==> config.mk <==
export PLATFORM = sky130hd
export DESIGN_NAME = pct_timer
export DESIGN_NICKNAME = d
export VERILOG_FILES = /design/src/hw/pct_pkg.sv /design/src/hw/pct_timer.sv
export SDC_FILE = /design/constraint.sdc
export NUM_CORES = 1
export LEC_CHECK = 0
export BUFFER_PORTS_ARGS = -buffer_cell sky130_fd_sc_hd__buf_2
export CORE_ASPECT_RATIO = 1.5
export CORE_MARGIN = 4
export CORE_UTILIZATION = 39
export CTS_CLUSTER_DIAMETER = 60
export DETAILED_ROUTE_END_ITERATION = 16
export MAX_ROUTING_LAYER = met4
export PLACE_DENSITY = 0.71
export REMOVE_ABC_BUFFERS = 1
export SLEW_MARGIN = 20
export SYNTH_ARGS = -nofsm -noshare
export SYNTH_HDL_FRONTEND = slang
export SYNTH_SLANG_ARGS = --single-unit
==> constraint.sdc <==
create_clock -name clock -period 3 [get_ports clock]
set_clock_uncertainty 0.15 [all_clocks]
set_input_delay 0.15 -clock clock [delete_from_list [all_inputs] [get_ports clock]]
set_output_delay 0.15 -clock clock [all_outputs]
set_load 0.03 [all_outputs]
==> src/hw/pct_pkg.sv <==
// Shared constants for the protocol aware countdown timer
package pct_pkg;

  // Register indices; byte address is four times the index
  localparam logic [5:0] IDX_MODE   = 6'h2a;  // Timer mode control
  localparam logic [5:0] IDX_PRESC  = 6'h2b;  // Prescale low byte
  localparam logic [5:0] IDX_RLD_HI = 6'h2c;  // Reload high byte
  localparam logic [5:0] IDX_RLD_LO = 6'h2d;  // Reload low byte
  localparam logic [5:0] IDX_CNT_HI = 6'h2e;  // Live count high byte
  localparam logic [5:0] IDX_CNT_LO = 6'h2f;  // Live count low byte
  localparam logic [5:0] IDX_CTRL   = 6'h38;  // Command and receive setup
  localparam logic [5:0] IDX_STAT   = 6'h39;  // Running and expiry status

  // Mode register fields
  localparam int MODE_AUTO_BIT    = 7;  // Auto start on transmit end
  localparam int MODE_GATE_HI     = 6;  // Gate select upper bit
  localparam int MODE_GATE_LO     = 5;  // Gate select lower bit
  localparam int MODE_RESTART_BIT = 4;  // Reload on expiry
  localparam int MODE_PSC_HI      = 3;  // Top of prescale upper nibble

  // Gate select codes
  localparam logic [1:0] GATE_NONE = 2'h0;  // Free running
  localparam logic [1:0] GATE_A    = 2'h1;  // Gated by first pin
  localparam logic [1:0] GATE_B    = 2'h2;  // Gated by second pin

  // Control register bits
  localparam int CTRL_STOP_BIT  = 0;  // Write 1: immediate stop
  localparam int CTRL_START_BIT = 1;  // Write 1: software start
  localparam int CTRL_MULTI_BIT = 2;  // Stored: multi frame receive

  // Status register bits
  localparam int STAT_RUN_BIT = 0;  // Counting active
  localparam int STAT_EXP_BIT = 1;  // Expired, write 1 to clear

  // Reset values and count constants
  localparam logic [7:0]  MODE_RST  = 8'h00;
  localparam logic [7:0]  PRESC_RST = 8'h00;
  localparam logic [7:0]  RLD_RST   = 8'h00;
  localparam logic [15:0] COUNT_RST = 16'h0000;
  localparam logic [11:0] PSC_ZERO  = 12'h000;
  localparam logic [15:0] COUNT_ONE = 16'h0001;

  // AXI responses
  localparam logic [1:0] RESP_OKAY   = 2'h0;
  localparam logic [1:0] RESP_SLVERR = 2'h2;

  // Timer state, Gray coded
  typedef enum logic [1:0] {
    TM_IDLE = 2'b00,
    TM_RUN  = 2'b01
  } pct_state_t;

endpackage

==> src/hw/pct_timer.sv <==
// Our own choice: the AXI4-Lite slave port.
`timescale 1ns/1ps
module pct_timer
  import pct_pkg::*;
(
  input  wire logic        clock,
  input  wire logic        rstn,
  input  wire logic        carrier_tick,
  input  wire logic        tx_end_evt,
  input  wire logic        rx_first_bit_evt,
  input  wire logic        gate_input_a,
  input  wire logic        gate_input_b,
  output logic             counting_active_flag,
  output logic             countdown_expired_flag,
  input  wire logic [7:0]  s_axi_awaddr,
  input  wire logic        s_axi_awvalid,
  output logic             s_axi_awready,
  input  wire logic [31:0] s_axi_wdata,
  input  wire logic [3:0]  s_axi_wstrb,
  input  wire logic        s_axi_wvalid,
  output logic             s_axi_wready,
  output logic [1:0]       s_axi_bresp,
  output logic             s_axi_bvalid,
  input  wire logic        s_axi_bready,
  input  wire logic [7:0]  s_axi_araddr,
  input  wire logic        s_axi_arvalid,
  output logic             s_axi_arready,
  output logic [31:0]      s_axi_rdata,
  output logic [1:0]       s_axi_rresp,
  output logic             s_axi_rvalid,
  input  wire logic        s_axi_rready
);

  // Word index from a byte address; low two bits ignored
  function automatic logic [5:0] reg_index(input logic [7:0] addr);
    reg_index = addr[7:2];
  endfunction

  // True for any index the block answers with OKAY
  function automatic logic is_mapped(input logic [5:0] idx);
    is_mapped = (idx >= IDX_MODE && idx <= IDX_CNT_LO) ||
                idx == IDX_CTRL || idx == IDX_STAT;
  endfunction

  logic [7:0]  mode_reg;        // Timer mode control
  logic [7:0]  presc_reg;       // Prescale low byte
  logic [7:0]  rld_hi;          // Reload upper byte
  logic [7:0]  rld_lo;          // Reload lower byte
  logic        multi_frame_receive;  // Keep running through reception
  logic        sw_start;        // Software start pulse
  logic        sw_stop;         // Immediate stop pulse
  logic [15:0] current_count;   // Live count
  logic [11:0] pre_cnt;         // Prescale down counter
  pct_state_t  state;           // Timer state
  pct_state_t  next_state;      // Next timer state
  logic [1:0]  gate_a_sync;     // Pin synchroniser, first gate
  logic [1:0]  gate_b_sync;     // Pin synchroniser, second gate
  logic        aw_held;         // Write address captured
  logic        w_held;          // Write data captured
  logic [5:0]  aw_idx;          // Captured write index
  logic [31:0] w_data;          // Captured write data
  logic [3:0]  w_strb;          // Captured byte enables
  logic        do_write;        // Both halves present, commit now
  logic [31:0] rd_word;         // Read mux result

  // Mode fields
  logic        auto_start_on_tx;
  logic [1:0]  gate_select;
  logic        reload_on_expiry;
  logic [11:0] prescale_value;
  logic [15:0] reload_value;
  assign auto_start_on_tx = mode_reg[MODE_AUTO_BIT];
  assign gate_select      = mode_reg[MODE_GATE_HI:MODE_GATE_LO];
  assign reload_on_expiry = mode_reg[MODE_RESTART_BIT];
  assign prescale_value   = {mode_reg[MODE_PSC_HI:0], presc_reg};
  assign reload_value     = {rld_hi, rld_lo};

  // Gate pins cross from outside; two flops before any use
  always_ff @(posedge clock or negedge rstn) begin
    if (!rstn) begin
      gate_a_sync <= 2'h0;
      gate_b_sync <= 2'h0;
    end else begin
      gate_a_sync <= {gate_a_sync[0], gate_input_a};
      gate_b_sync <= {gate_b_sync[0], gate_input_b};
    end
  end

  // Gate level for the selected source; code 11 behaves as free running
  logic gate_open;
  always_comb begin
    case (gate_select)
      GATE_NONE: gate_open = 1'b1;
      GATE_A:    gate_open = gate_a_sync[1];
      GATE_B:    gate_open = gate_b_sync[1];
      default:   gate_open = 1'b1;
    endcase
  end

  // Start and stop causes; protocol events count only with auto start
  logic start_evt;
  logic stop_evt;
  logic tick;
  logic psc_end;
  logic at_end;
  logic expire_evt;
  logic restart_evt;
  assign start_evt = sw_start | (auto_start_on_tx & tx_end_evt);
  assign stop_evt  = sw_stop |
                     (auto_start_on_tx & ~multi_frame_receive &
                      rx_first_bit_evt);
  // Carrier ticks pass only while running and the gate is open
  assign tick    = (state == TM_RUN) & carrier_tick & gate_open;
  assign psc_end = tick & (pre_cnt == PSC_ZERO);
  assign at_end  = psc_end & (current_count <= COUNT_ONE);
  assign expire_evt  = at_end & ~reload_on_expiry & ~start_evt & ~stop_evt;
  assign restart_evt = at_end & reload_on_expiry & ~start_evt & ~stop_evt;

  // Next state; a stop in the same cycle as a start wins
  always_comb begin
    case (state)
      TM_IDLE: next_state = (start_evt & ~stop_evt) ? TM_RUN : TM_IDLE;
      TM_RUN:  next_state = (stop_evt | expire_evt) ? TM_IDLE : TM_RUN;
      default: next_state = TM_IDLE;
    endcase
  end

  // State and its mirror flag; the flag ignores the gate level
  always_ff @(posedge clock or negedge rstn) begin
    if (!rstn) begin
      state                <= TM_IDLE;
      counting_active_flag <= 1'b0;
    end else begin
      state                <= next_state;
      counting_active_flag <= (next_state == TM_RUN);
    end
  end

  // Count and prescale; reload is sampled at a start and at a restart expiry
  always_ff @(posedge clock or negedge rstn) begin
    if (!rstn) begin
      current_count <= COUNT_RST;
      pre_cnt       <= PSC_ZERO;
    end else if (start_evt & ~stop_evt) begin
      current_count <= reload_value;
      pre_cnt       <= prescale_value;
    end else if (tick & ~stop_evt) begin
      if (pre_cnt == PSC_ZERO) begin
        pre_cnt <= prescale_value;
        // Restart reloads, one-shot parks at zero, otherwise step down
        current_count <= restart_evt ? reload_value :
                         at_end      ? COUNT_RST    :
                         current_count - COUNT_ONE;
      end else begin
        pre_cnt <= pre_cnt - 12'h001;
      end
    end
  end

  // Expired flag; a new expiry beats a write-one clear
  logic clr_expired;
  assign clr_expired = do_write & (aw_idx == IDX_STAT) & w_strb[0] &
                       w_data[STAT_EXP_BIT];
  always_ff @(posedge clock or negedge rstn) begin
    if (!rstn) begin
      countdown_expired_flag <= 1'b0;
    end else if (expire_evt) begin
      countdown_expired_flag <= 1'b1;
    end else if (clr_expired) begin
      countdown_expired_flag <= 1'b0;
    end
  end

  // Write address and data channels, taken in either order
  assign do_write = aw_held & w_held & ~s_axi_bvalid;
  always_ff @(posedge clock or negedge rstn) begin
    if (!rstn) begin
      aw_held       <= 1'b0;
      w_held        <= 1'b0;
      aw_idx        <= 6'h00;
      w_data        <= 32'h0000_0000;
      w_strb        <= 4'h0;
      s_axi_awready <= 1'b1;
      s_axi_wready  <= 1'b1;
      s_axi_bvalid  <= 1'b0;
      s_axi_bresp   <= RESP_OKAY;
    end else begin
      if (s_axi_awvalid & s_axi_awready) begin
        aw_held       <= 1'b1;
        aw_idx        <= reg_index(s_axi_awaddr);
        s_axi_awready <= 1'b0;
      end
      if (s_axi_wvalid & s_axi_wready) begin
        w_held       <= 1'b1;
        w_data       <= s_axi_wdata;
        w_strb       <= s_axi_wstrb;
        s_axi_wready <= 1'b0;
      end
      if (do_write) begin
        s_axi_bvalid <= 1'b1;
        s_axi_bresp  <= is_mapped(aw_idx) ? RESP_OKAY : RESP_SLVERR;
      end
      // Only one write in flight; ready returns once the response is accepted
      if (s_axi_bvalid & s_axi_bready) begin
        s_axi_bvalid  <= 1'b0;
        aw_held       <= 1'b0;
        w_held        <= 1'b0;
        s_axi_awready <= 1'b1;
        s_axi_wready  <= 1'b1;
      end
    end
  end

  // Register writes; only byte lane 0 carries data
  always_ff @(posedge clock or negedge rstn) begin
    if (!rstn) begin
      mode_reg            <= MODE_RST;
      presc_reg           <= PRESC_RST;
      rld_hi              <= RLD_RST;
      rld_lo              <= RLD_RST;
      multi_frame_receive <= 1'b0;
    end else if (do_write & w_strb[0]) begin
      case (aw_idx)
        IDX_MODE:   mode_reg  <= w_data[7:0];
        IDX_PRESC:  presc_reg <= w_data[7:0];
        IDX_RLD_HI: rld_hi    <= w_data[7:0];
        IDX_RLD_LO: rld_lo    <= w_data[7:0];
        IDX_CTRL:   multi_frame_receive <= w_data[CTRL_MULTI_BIT];
        default:    mode_reg  <= mode_reg;
      endcase
    end
  end

  // Command pulses, one cycle each, from control writes
  always_ff @(posedge clock or negedge rstn) begin
    if (!rstn) begin
      sw_start <= 1'b0;
      sw_stop  <= 1'b0;
    end else begin
      sw_start <= do_write & w_strb[0] & (aw_idx == IDX_CTRL) &
                  w_data[CTRL_START_BIT];
      sw_stop  <= do_write & w_strb[0] & (aw_idx == IDX_CTRL) &
                  w_data[CTRL_STOP_BIT];
    end
  end

  // Read mux; unmapped words read zero
  always_comb begin
    rd_word = 32'h0000_0000;
    case (reg_index(s_axi_araddr))
      IDX_MODE:   rd_word[7:0] = mode_reg;
      IDX_PRESC:  rd_word[7:0] = presc_reg;
      IDX_RLD_HI: rd_word[7:0] = rld_hi;
      IDX_RLD_LO: rd_word[7:0] = rld_lo;
      IDX_CNT_HI: rd_word[7:0] = current_count[15:8];
      IDX_CNT_LO: rd_word[7:0] = current_count[7:0];
      IDX_CTRL:   rd_word[CTRL_MULTI_BIT] = multi_frame_receive;
      IDX_STAT: begin
        rd_word[STAT_RUN_BIT] = counting_active_flag;
        rd_word[STAT_EXP_BIT] = countdown_expired_flag;
      end
      default:    rd_word = 32'h0000_0000;
    endcase
  end

  // Read channel; data captured at the address handshake
  always_ff @(posedge clock or negedge rstn) begin
    if (!rstn) begin
      s_axi_arready <= 1'b1;
      s_axi_rvalid  <= 1'b0;
      s_axi_rdata   <= 32'h0000_0000;
      s_axi_rresp   <= RESP_OKAY;
    end else if (s_axi_arvalid & s_axi_arready) begin
      s_axi_arready <= 1'b0;
      s_axi_rvalid  <= 1'b1;
      s_axi_rdata   <= rd_word;
      s_axi_rresp   <= is_mapped(reg_index(s_axi_araddr)) ?
                       RESP_OKAY : RESP_SLVERR;
    end else if (s_axi_rvalid & s_axi_rready) begin
      s_axi_arready <= 1'b1;
      s_axi_rvalid  <= 1'b0;
    end
  end
endmodule

; ---- After elaboration in Yosys (flattened, before gate mapping)
; Index checks and enable logic that the tools add are counted.
[classes]
n_eq_ne = 18
addsub = 2
order_cmp = 5
reduce_logical = 21
mux = 33
n_bitwise = 37
[ops]
columns = cell, n
row1 = == test 6 bit (second input constant), 14
row2 = 2-to-1 mux 16 bit, 5
row3 = 2-to-1 mux 12 bit, 3
row4 = one-hot mux 5 bit (6 select lines), 1
row5 = bitwise AND 1 bit, 29
row6 = 2-to-1 mux 1 bit, 18
row7 = <= comparator 16 x 1 -> 1 bit (second input constant), 1
row8 = subtractor 16 x 1 -> 16 bit (second input constant), 1
row9 = one-hot mux 2 bit (7 select lines), 1
row10 = nonzero test 2 bit, 7
row11 = >= comparator 6 bit (second input constant), 2
row12 = <= comparator 6 bit (second input constant), 2
row13 = zero test 12 bit, 1
row14 = AND reduction 2 bit, 6
row15 = subtractor 12 x 1 -> 12 bit (second input constant), 1
row16 = one-hot mux 1 bit (7 select lines), 1
row17 = == test 2 x 1 -> 1 bit (second input constant), 3
row18 = NOT 1 bit, 5
row19 = logical OR 1 bit, 4
row20 = 2-to-1 mux 2 bit, 2
row21 = one-hot mux 1 bit (2 select lines), 2
row22 = bitwise OR 1 bit, 3
row23 = == test 2 bit (second input constant), 1
row24 = logical AND 1 bit, 2
row25 = zero test 2 bit, 1
[word_totals]
wordCells = 143
output_inout_bits = 43
reg_bits = 105
input_bits = 64

; ---- Depth between registers and ports, before layout
; Gate-level depths: netlist of the first run.
[depth]
word_depth = 12
depth_mapped = 10
ltp_nobuf = 8

; ---- Worst setup path after synthesis of the first run
; Ideal clock, no wire load.
[synth_timing]
path_type = register -> register
startpoint = register pre_cnt[0]
endpoint = register current_count[13]
path_stages_with_launch = 10
slack_ps = 481
setup_time_ps = 124
arrival_ps = 2245
period_less_slack_ps = 2519
cell_sequence = dfrtp_1 > inv_1 > ha_1 > or4b_1 > nor4b_4 > nor2_2 > nor2_2 > buf_4 > a21boi_0 > a211o_1
[synth_between]
elab_chain_len = 10
word_cells_on_any_way = 13
classes_between = 5 x mux / 5 x bitwise / 3 x reduce/logical
[synth_rtl]
columns = item, line
row1 = "start, declared", pct_timer.sv:53  ; logic [11:0] pre_cnt;
row2 = "start signal, assigned", pct_timer.sv:146  ; pre_cnt <= prescale_value;
row3 = "start signal, assigned", pct_timer.sv:149  ; pre_cnt <= prescale_value;
row4 = "start signal, assigned", pct_timer.sv:155  ; pre_cnt <= pre_cnt - 12'h001;
row5 = zero test 12 bit (*), "pct_timer.sv:114, pct_timer.sv:148"
row6 = bitwise AND 1 bit, pct_timer.sv:114  ; assign psc_end = tick & (pre_cnt == PSC_ZERO);
row7 = bitwise AND 1 bit, pct_timer.sv:115  ; assign at_end = psc_end & (current_count <= COUNT_ONE);
row8 = bitwise AND 1 bit (3 in series), pct_timer.sv:117  ; assign restart_evt = at_end & reload_on_expiry & ~start_evt & ~stop_evt;
row9 = 2-to-1 mux 16 bit, pct_timer.sv:151  ; current_count <= restart_evt ? reload_value :
row10 = 2-to-1 mux 16 bit, pct_timer.sv:148  ; if (pre_cnt == PSC_ZERO) begin
row11 = 2-to-1 mux 16 bit, pct_timer.sv:147  ; end else if (tick & ~stop_evt) begin
row12 = 2-to-1 mux 16 bit, pct_timer.sv:144  ; end else if (start_evt & ~stop_evt) begin
row13 = "end signal, assigned", pct_timer.sv:145  ; current_count <= reload_value;
row14 = "end signal, assigned", pct_timer.sv:151
row15 = "end, declared", pct_timer.sv:52  ; logic [15:0] current_count;
; Every way passes the cells marked *; elsewhere a longest branch is shown, timed or not. The select of a mux whose other input is x is not followed.
; A chain may end at the register's enable or synchronous reset.

; ---- Worst setup path in the final report of the first run
[layout_timing]
startpoint = register pre_cnt[0]
endpoint = register current_count[11]
; Same word-level chain as after synthesis.

==> key figures, run 1 <==
Drt
  – Drt first pass iters: 5
  – Drt wl/cell: 18.4 um
  – Final WL: 13,800 um
  – Drc violations: 0
  – Vias: 4,209
  – Vias per cell: 5.61
  – DRT antenna net count: 0
  – Number of DRC markers in iteration 0: 370

Placement
  – # port buffers: 49
  – RePlAce Congestion: 0.979
  – Post-DP HPWL: 10,100 um

Yosys
  – Post-Syn Area per Cell: 10.6 um2
  – Biggest area consumer among synthesized cells: dfrtp_1
  – Post-synth top cells: dfrtp_1, nand2_1, mux2_2
  – Cell with the most instances after synthesis: dfrtp_1
  – Register area share after synthesis: 47.9%
  – Main synth FF type: dfrtp_1
  – Synthesized cell area: 5280 um2
  – Number of synthesized flops with an enable pin: 0
  – Post-synth cell types: 63
  – Async S/R FF share, synth: 100%
  – Top cells by area, synth: dfrtp_1, mux2_2, o21ai_0
  – Mapped Cells: 498
  – Post-synth top area share: 46.4%
  – Synth warnings: 0
  – #FFs+latches synth: 101

Setup path
  – Crit path capture type: flip-flop
  – CP required: 3080 ps
  – R2r setup slk: 280 ps
  – Crit path DAT: 2800 ps
  – CP max FO: 8
  – Worst Setup Start Kind: flip-flop
  – WS Path Type: flip-flop to flip-flop

Floorplanning
  – Die H: 151 um
  – Starting Density: 40.2%
  – Area of the core: 13,100 um2
  – Die W: 103 um
  – IO Pins: 107
  – Die ar.: 15,500 um2
  – # rows: 51

Timing
  – Final min period: 2720 ps
  – Final setup violation count: 0
  – Fin. max-slew vios: 0
  – RSZ-0062 raised after global routing: false
  – Slew headroom: 60.1%
  – Crit share post-route: 90.7%
  – Fmax: 367 MHz
  – Setup TNS: 0 ps
  – Hold Vio Cnt, Final: 0
  – Worst slew pin tran: 599 ps

Finish
  – Layout cells sized above 1: 26.4%
  – Multi-input logic area: 2510 um2
  – Largest registers: current_count (16), pre_cnt (12)
  – Fillers: 1,210
  – Number of diodes: 0
  – Most flop-heavy register: current_count
  – Largest register FFs: 16
  – FF/Latch Area: 2530 um2
  – Area delta synth->final: 19.1%
  – Final nets: 655

Clock network
  – H-tree depth: 3
  – Root Buffer: clkbuf_16
  – Post-CTS sizing: 0
  – TritonCTS Buffers: 9
  – Clock Latency Late Sink: 350 ps
  – CTS tree: built
  – Bufs on Longest Clock Path: 2
  – Post-CTS Setup Repair Bufs: 0
  – Hold buffers post-CTS: 27
  – Worst-path clk slew: 70 ps
  – Clk sink count: 101

Global routing
  – Tot GR Track Use: 19.4%
  – First-pass GRT wire length: 22,200 um
  – Initial antenna violation count: 0
  – Vias in the first global route: 4,300
  – Largest net degree at the start of global routing: 58
  – Remaining Overflow, GRT: 0

Pwr
  – Total Power: 4.89 mW
  – Leakage: 2.91 nW
  – Pwr dens: 777 nW/um2
  – Worst vdd ir: 469 uV

Outcome
  – Status: completed

Min path
  – Hold/Removal Path Class: primary input to asynchronous set/reset pin

Flow run
  – Max Cap Violations: 0
report_power, final:
group / internal [mW] / total [mW] / leakage, nW / switching [mW]
sequential: 1.73 / 2.17 / 1.32 / 0.437
clock: 0.647 / 1.17 / 0.130 / 0.524
combinational: 0.685 / 1.55 / 1.46 / 0.864
cells in the final DEF, fill, tap and decap left out, drive strengths merged, types with 5 or more instances in the layout:
cell | Yosys | routed
nor2 | 30 | 30
mux2 | 46 | 46
a21boi | 8 | 8
a211o | 5 | 5
a21oi | 28 | 28
ha | 5 | 5
nand3 | 8 | 8
nor3 | 15 | 15
dfrtp | 98 | 98
conb | 1 | 26
o21ai | 44 | 44
inv | 11 | 11
nor4 | 6 | 6
buf | 30 | 72
or3 | 5 | 5
nand2 | 48 | 48
a221o | 7 | 7
a21o | 5 | 5
clkbuf | 17 | 9
mux4 | 6 | 6
a22oi | 10 | 10
clkinvlp | 0 | 5
dlygate4sd3 | 0 | 27
worst max-delay path, cell delays in order, from the launching register on:
cell and delay [ps]:
dfrtp_1 420, inv_1 90, ha_1 230, or4b_1 540, nor4b_4 430, nor2_2 90, nor2_2 90, buf_4 170
a21boi_0 110, a221o_1 280
logic make-up after synthesis:
| logic type | Yosys count | synth area share, % |
|---|---|---|
| AOI/OAI and AO/OA | 134 | 16.8 |
| xor gates and xnor gates | 1 | 0.166 |
| adders and majority gates | 5 | 1.18 |
| buffers and inverters | 58 | 6.37 |
| DFF | 101 | 47.9 |
| muxes | 56 | 13.1 |
| other | 1 | 0.0710 |
| and+or+nand+nor | 142 | 14.4 |
per-layer routing:
metal / track usage, % / up-vias / wire (um)
li1: - / 1956 / -
met1: 23.0 / 2033 / 5470
met2: 31.5 / 187 / 6780
met3: 3.06 / 33 / 865
met4: 10.1 / 0 / 660
met5: - / - / 0
final timing paths:
path	start	end	depth (start not counted)
worst min register to register	gate_b_sync[0]	gate_b_sync[1]	0
max in group asynchronous	rstn	s_axi_wready	3
worst max-delay path	pre_cnt[0]	current_count[11]	9
worst min-delay path	rstn	gate_a_sync[0]	2
min in group clock	s_axi_araddr[4]	s_axi_rresp[1]	4
worst max register to register	pre_cnt[0]	current_count[11]	9
cell type report:
| class | count | area share, % |
|---|---|---|
| inverter | 11 | 0.657 |
| sequential | 101 | 40.3 |
| timing repair buffer | 99 | 11.2 |
| clock buffer | 9 | 3.58 |
| clock inverter | 7 | 1.21 |
| tap | 159 | 3.16 |
| multi-input combinational | 364 | 40.0 |
per-stage QoR:
stage / hold WS (ps) / instance area [um2] / cells / setup slack, ps / utilization [%]
after floorplan: -296 / 5080 / 476 / 422 / -
after global placement: 33.9 / 5720 / 707 / 347 / 43.5
after detailed placement: 45.7 / 5720 / 707 / 294 / 43.5
after CTS: 214 / 6290 / 750 / 275 / 47.8
after global routing: 240 / 6290 / 750 / 141 / 47.8
final: 181 / 6290 / 750 / 278 / 47.8
No activity file was read; power rests on OpenSTA's default activity.
==> run 2: changes to the inputs <==
--- a/config.mk
+++ b/config.mk
@@ -6,7 +6,6 @@
 export NUM_CORES = 1
 export LEC_CHECK = 0
 export BUFFER_PORTS_ARGS = -buffer_cell sky130_fd_sc_hd__buf_2
-export CORE_ASPECT_RATIO = 1.5
 export CORE_MARGIN = 4
 export CORE_UTILIZATION = 39
 export CTS_CLUSTER_DIAMETER = 60
==> constraint.sdc (replaced) <==
create_clock -name clock -period 3.09 [get_ports clock]
set_clock_uncertainty 0.15 [all_clocks]
set_input_delay 0.1545 -clock clock [delete_from_list [all_inputs] [get_ports clock]]
set_output_delay 0.1545 -clock clock [all_outputs]
set_load 0.03 [all_outputs]
==> key figures, run 2 (synthesis results as in run 1) <==
Global routing
  – Vias in the first global route: 4,192
  – Grt met1 use: 24.1%
  – First-pass GRT wire length: 22,400 um
  – Remaining Overflow, GRT: 0
  – Busiest grt layer: met2
  – Met2 Usage GRT: 28.8%
  – Initial antenna violation count: 0
  – Met3 GRT Util: 3.43%
  – Tot GR Track Use: 18.3%
  – Largest net degree at the start of global routing: 68

Finish
  – Most common cell after layout, fill and taps aside: dfrtp_1
  – Fillers: 1,198
  – Area delta synth->final: 18.8%
  – Number of diodes: 0
  – FF/Latch Area: 2530 um2
  – Commonest cells after routing, fill and taps aside: dfrtp_1, nand2_1, buf_2, mux2_2, o21ai_0
  – Final nets: 651
  – Largest registers: current_count (16), pre_cnt (12)
  – Layout cells sized above 1: 25.9%
  – Multi-input logic area: 2510 um2
  – Most flop-heavy register: current_count
  – Largest register FFs: 16

Setup path
  – Crit-path slowest cell: or4b_1
  – Worst reg2reg path depth: 8
  – CP most frequent cell: nor2_2
  – Crit-path max cell delay: 550 ps
  – CP max FO: 8
  – Crit path DAT: 2910 ps
  – CP required: 3180 ps
  – R2r setup slk: 270 ps
  – Worst Setup Start Kind: flip-flop
  – R2R Path End: current_count[13]
  – WS Path Type: flip-flop to flip-flop
  – Crit-path cells: inv_1 > ha_1 > or4b_1 > nor4b_4 > nor2_2 > nor2_2 > a21boi_0 > a211o_1
  – Critical path startpoint: pre_cnt[0]
  – CP Capture Point: current_count[13]
  – Crit path capture type: flip-flop
  – Reg2Reg Launch Point: pre_cnt[0]

Drt
  – Number of DRC markers in iteration 0: 220
  – Vias per cell: 5.55
  – Drt first pass iters: 5
  – Drc violations: 0
  – Final WL: 13,800 um
  – Vias: 4,238
  – Drt wl/cell: 18.1 um
  – DRT antenna net count: 0

Timing
  – Fmax: 354 MHz
  – Worst slew pin tran: 839 ps
  – Hold Vio Cnt, Final: 0
  – Final setup violation count: 0
  – Setup TNS: 0 ps
  – RSZ-0062 raised after global routing: false
  – Final min period: 2820 ps
  – Fin. max-slew vios: 0
  – Slew headroom: 44.1%
  – Crit share post-route: 91.3%

Min path
  – Hold/Removal Path Class: primary input to flip-flop

Outcome
  – Status: completed

Clock network
  – Root Buffer: clkbuf_16
  – Worst-path clk slew: 80 ps
  – CTS tree: built
  – Clock Latency Late Sink: 350 ps
  – H-tree depth: 3
  – Bufs on Longest Clock Path: 2
  – TritonCTS Buffers: 9
  – Post-CTS sizing: 0
  – Clk sink count: 101

Pwr
  – Pwr dens: 761 nW/um2
  – Leakage: 2.90 nW
  – Worst vdd ir: 738 uV
  – Total Power: 4.77 mW

Floorplanning
  – # rows: 42
  – Starting Density: 39.9%
  – Die H: 124 um
  – Die W: 124 um
  – IO Pins: 107
  – Area of the core: 13,200 um2
  – Die ar.: 15,500 um2

Flow run
  – Max Cap Violations: 0

Placement
  – # port buffers: 49
  – Post-DP HPWL: 9940 um
  – RePlAce Congestion: 0.959
[run 2: critical path, delay by kind of cell (launching register included)]
| family | cells | cell delay (ps) |
|---|---|---|
| buffers and inverters | 1 | 80 |
| AO/OA/AOI/OAI | 2 | 440 |
| flip-flops | 1 | 400 |
| AND/OR/NAND/NOR | 4 | 1400 |
| adder cells (fa/ha/maj) | 1 | 240 |
[run 2: report_power, final]
part	internal (mW)	total [mW]	leakage, nW	switching (mW)
combinational	0.661	1.49	1.43	0.833
clock	0.647	1.18	0.151	0.535
sequential	1.68	2.10	1.32	0.420
[run 2: worst min-delay path by stage]
stage	start	endpoint	slack, ps	cells past startpoint
finish	tx_end_evt	countdown_expired_flag	20	3
global route	tx_end_evt	countdown_expired_flag	20	3
CTS	tx_end_evt	countdown_expired_flag	3	3
detailed placement	gate_input_a	gate_a_sync[0]	110	1
global placement	gate_input_a	gate_a_sync[0]	110	1
floorplan	rstn	aw_held	-290	0
[run 2: per-layer routing]
metal,part of all wire (%),routed length [um]
met3,7.3,1010
met1,43,5990
met2,48,6620
met4,1.6,216
met5,0,0
[run 2: through the flow]
| step | util (%) | hold slack (ps) | instance area, um2 | instances | worst slack, ps |
|---|---|---|---|---|---|
| floorplan | - | -291 | 5080 | 476 | 512 |
| CTS | 47.4 | 3.24 | 6270 | 763 | 276 |
| detailed placement | 43.1 | 114 | 5700 | 721 | 284 |
| global route | 47.4 | 19.2 | 6270 | 763 | 88.1 |
| global placement | 43.1 | 114 | 5700 | 721 | 340 |
| finish | 47.4 | 23.0 | 6270 | 763 | 269 |
[run 2: repair_timing]
item,in CTS,in global routing
endpoints found under the hold margin,86,0
setup buffers,0,0
hold buffers,26,0
[run 2: layout make-up]
class                      instances  share of cell area [%]
multi-input combinational        364                    40.1
sequential                       101                    40.4
inverter                          11                   0.658
tap                              176                    3.51
clock buffer                      10                    3.65
clock inverter                     6                    1.26
timing repair buffer              95                    10.5
==> run 3: changes to the inputs <==
--- a/config.mk
+++ b/config.mk
@@ -7,11 +7,11 @@
 export LEC_CHECK = 0
 export BUFFER_PORTS_ARGS = -buffer_cell sky130_fd_sc_hd__buf_2
 export CORE_MARGIN = 4
-export CORE_UTILIZATION = 39
+export CORE_UTILIZATION = 45
 export CTS_CLUSTER_DIAMETER = 60
 export DETAILED_ROUTE_END_ITERATION = 16
 export MAX_ROUTING_LAYER = met4
-export PLACE_DENSITY = 0.71
+export PLACE_DENSITY = 0.78
 export REMOVE_ABC_BUFFERS = 1
 export SLEW_MARGIN = 20
 export SYNTH_ARGS = -nofsm -noshare
==> key figures, run 3 (synthesis results as in run 1) <==
Timing
  – Final setup violation count: 0
  – Crit share post-route: 91.1%
  – Setup TNS: 0 ps
  – Worst slew pin tran: 871 ps
  – Fmax: 355 MHz
  – Setup WS post-layout: 275 ps
  – RSZ-0062 raised after global routing: false
  – Slew headroom: 41.8%
  – Fin. max-slew vios: 0
  – Final min period: 2820 ps
  – Hold Vio Cnt, Final: 0

Floorplanning
  – Area of the core: 11,500 um2
  – # rows: 39
  – Die ar.: 13,500 um2
  – Starting Density: 46.0%
  – Die H: 116 um
  – Die W: 116 um
  – IO Pins: 107

Setup path
  – Crit path capture type: flip-flop
  – CP required: 3170 ps
  – WS Path Type: flip-flop to flip-flop
  – Worst Setup Start Kind: flip-flop
  – R2r setup slk: 270 ps
  – Crit path DAT: 2900 ps
  – R2R Path End: current_count[11]
  – Worst reg2reg path depth: 8
  – Reg2Reg Launch Point: pre_cnt[0]
  – CP max FO: 8

Global routing
  – Vias in the first global route: 4,108
  – Tot GR Track Use: 21.5%
  – Largest net degree at the start of global routing: 56
  – First-pass GRT wire length: 21,800 um
  – Initial antenna violation count: 0
  – Remaining Overflow, GRT: 0

Drt
  – Number of DRC markers in iteration 0: 273
  – Vias: 4,233
  – Drt wl/cell: 18.4 um
  – Drc violations: 0
  – Final WL: 13,400 um
  – Drt first pass iters: 5
  – DRT antenna net count: 0
  – Vias per cell: 5.82

Min path
  – Worst Hold Path EP: countdown_expired_flag
  – WHS Path Cells: 3
  – Hold Startpoint: tx_end_evt
  – Hold/Removal Path Class: primary input to flip-flop

Finish
  – Final nets: 648
  – Commonest cells after routing, fill and taps aside: dfrtp_1, nand2_1, buf_2, mux2_2, o21ai_0
  – Most flop-heavy register: current_count
  – Largest register FFs: 16
  – Area delta synth->final: 17.6%
  – Layout cells sized above 1: 25.7%
  – Post-Route Utilization: 54.1%
  – Most common cell after layout, fill and taps aside: dfrtp_1
  – Largest registers: current_count (16), pre_cnt (12)
  – Number of diodes: 0
  – Post-route insts no fill: 727
  – Fillers: 977

Clock network
  – Bufs on Longest Clock Path: 2
  – TritonCTS Buffers: 9
  – Post-CTS sizing: 0
  – Worst-path clk slew: 70 ps
  – H-tree depth: 3
  – Root Buffer: clkbuf_16
  – Clock Latency Late Sink: 350 ps
  – Clk sink count: 101
  – CTS tree: built

Pwr
  – Pwr dens: 756 nW/um2
  – Worst vdd ir: 493 uV
  – Leakage: 2.89 nW

Placement
  – RePlAce Congestion: 0.936
  – Post-DP HPWL: 9680 um
  – Pre-CTS setup slack: 309 ps
  – # port buffers: 49
  – Placed cells: 685

Flow run
  – Max Cap Violations: 0

Outcome
  – Status: completed
-- run 3: cell types whose count changed in the layout (fill, tap and decap cells not counted) --
cell	change
buf_4	-3
clkinv_8	+2
bufinv_16	-1
clkbuf_1	-1
clkinv_4	-1
inv_8	+1
-- run 3: power breakdown --
group	switching (mW)	total, mW	internal, mW	leakage, nW
Sequential	0.430	2.11	1.68	1.32
Combinational	0.820	1.45	0.628	1.42
Clock	0.556	1.14	0.582	0.151
-- run 3: layout make-up --
type | count | area [um2] | share of cell area [%]
Sequential cell | 101 | 2530 | 40.8
Clock inverter | 7 | 83.8 | 1.35
Multi-Input combinational cell | 364 | 2510 | 40.5
Clock buffer | 9 | 225 | 3.63
Tap cell | 143 | 179 | 2.88
Timing Repair Buffer | 92 | 636 | 10.2
Inverter | 11 | 41.3 | 0.665
-- run 3: critical path, cell delays in order (launching register included) --
cell and delay [ps]:
dfrtp_1 410, inv_1 80, ha_1 230, or4b_1 550
nor4b_4 410, nor2_2 90, nor2_2 330, a21boi_0 170
a221o_1 280
-- run 3: stage by stage --
step | hold WS (ps) | power [mW] | instance area [um2]
after floorplan | -291 | 3.00 | 5080
after global placement | 86.3 | 3.44 | 5640
after detailed placement | 97.9 | 3.52 | 5640
after CTS | 26.8 | 4.70 | 6210
after global routing | 63.7 | 4.98 | 6210
final | 36.3 | 4.69 | 6210
-- run 3: what timing repair did --
item	4_1_cts	5_1_grt
setup buffers	0	0
endpoints found under the hold margin	74	0
hold buffers	26	0
-- run 3: how the worst max path moves through the flow --
| stage | from | to | depth (start not counted) |
|---|---|---|---|
| 3_5_place_dp | pre_cnt[0] | current_count[13] | 8 |
| 3_3_place_gp | pre_cnt[0] | current_count[13] | 8 |
| 5_1_grt | pre_cnt[0] | current_count[6] | 8 |
| 4_1_cts | pre_cnt[0] | current_count[13] | 8 |
| 2_1_floorplan | pre_cnt[0] | current_count[13] | 8 |
| 6_report | pre_cnt[0] | current_count[11] | 8 |
-- run 3: layer usage --
metal  routed length, um  up-vias  track usage [%]
li1                    -     1948                -
met1                5740     2072             29.1
met2                6480      200             34.6
met3                1060       13             3.52
met4                 112        0             4.25
met5                   0        -                -
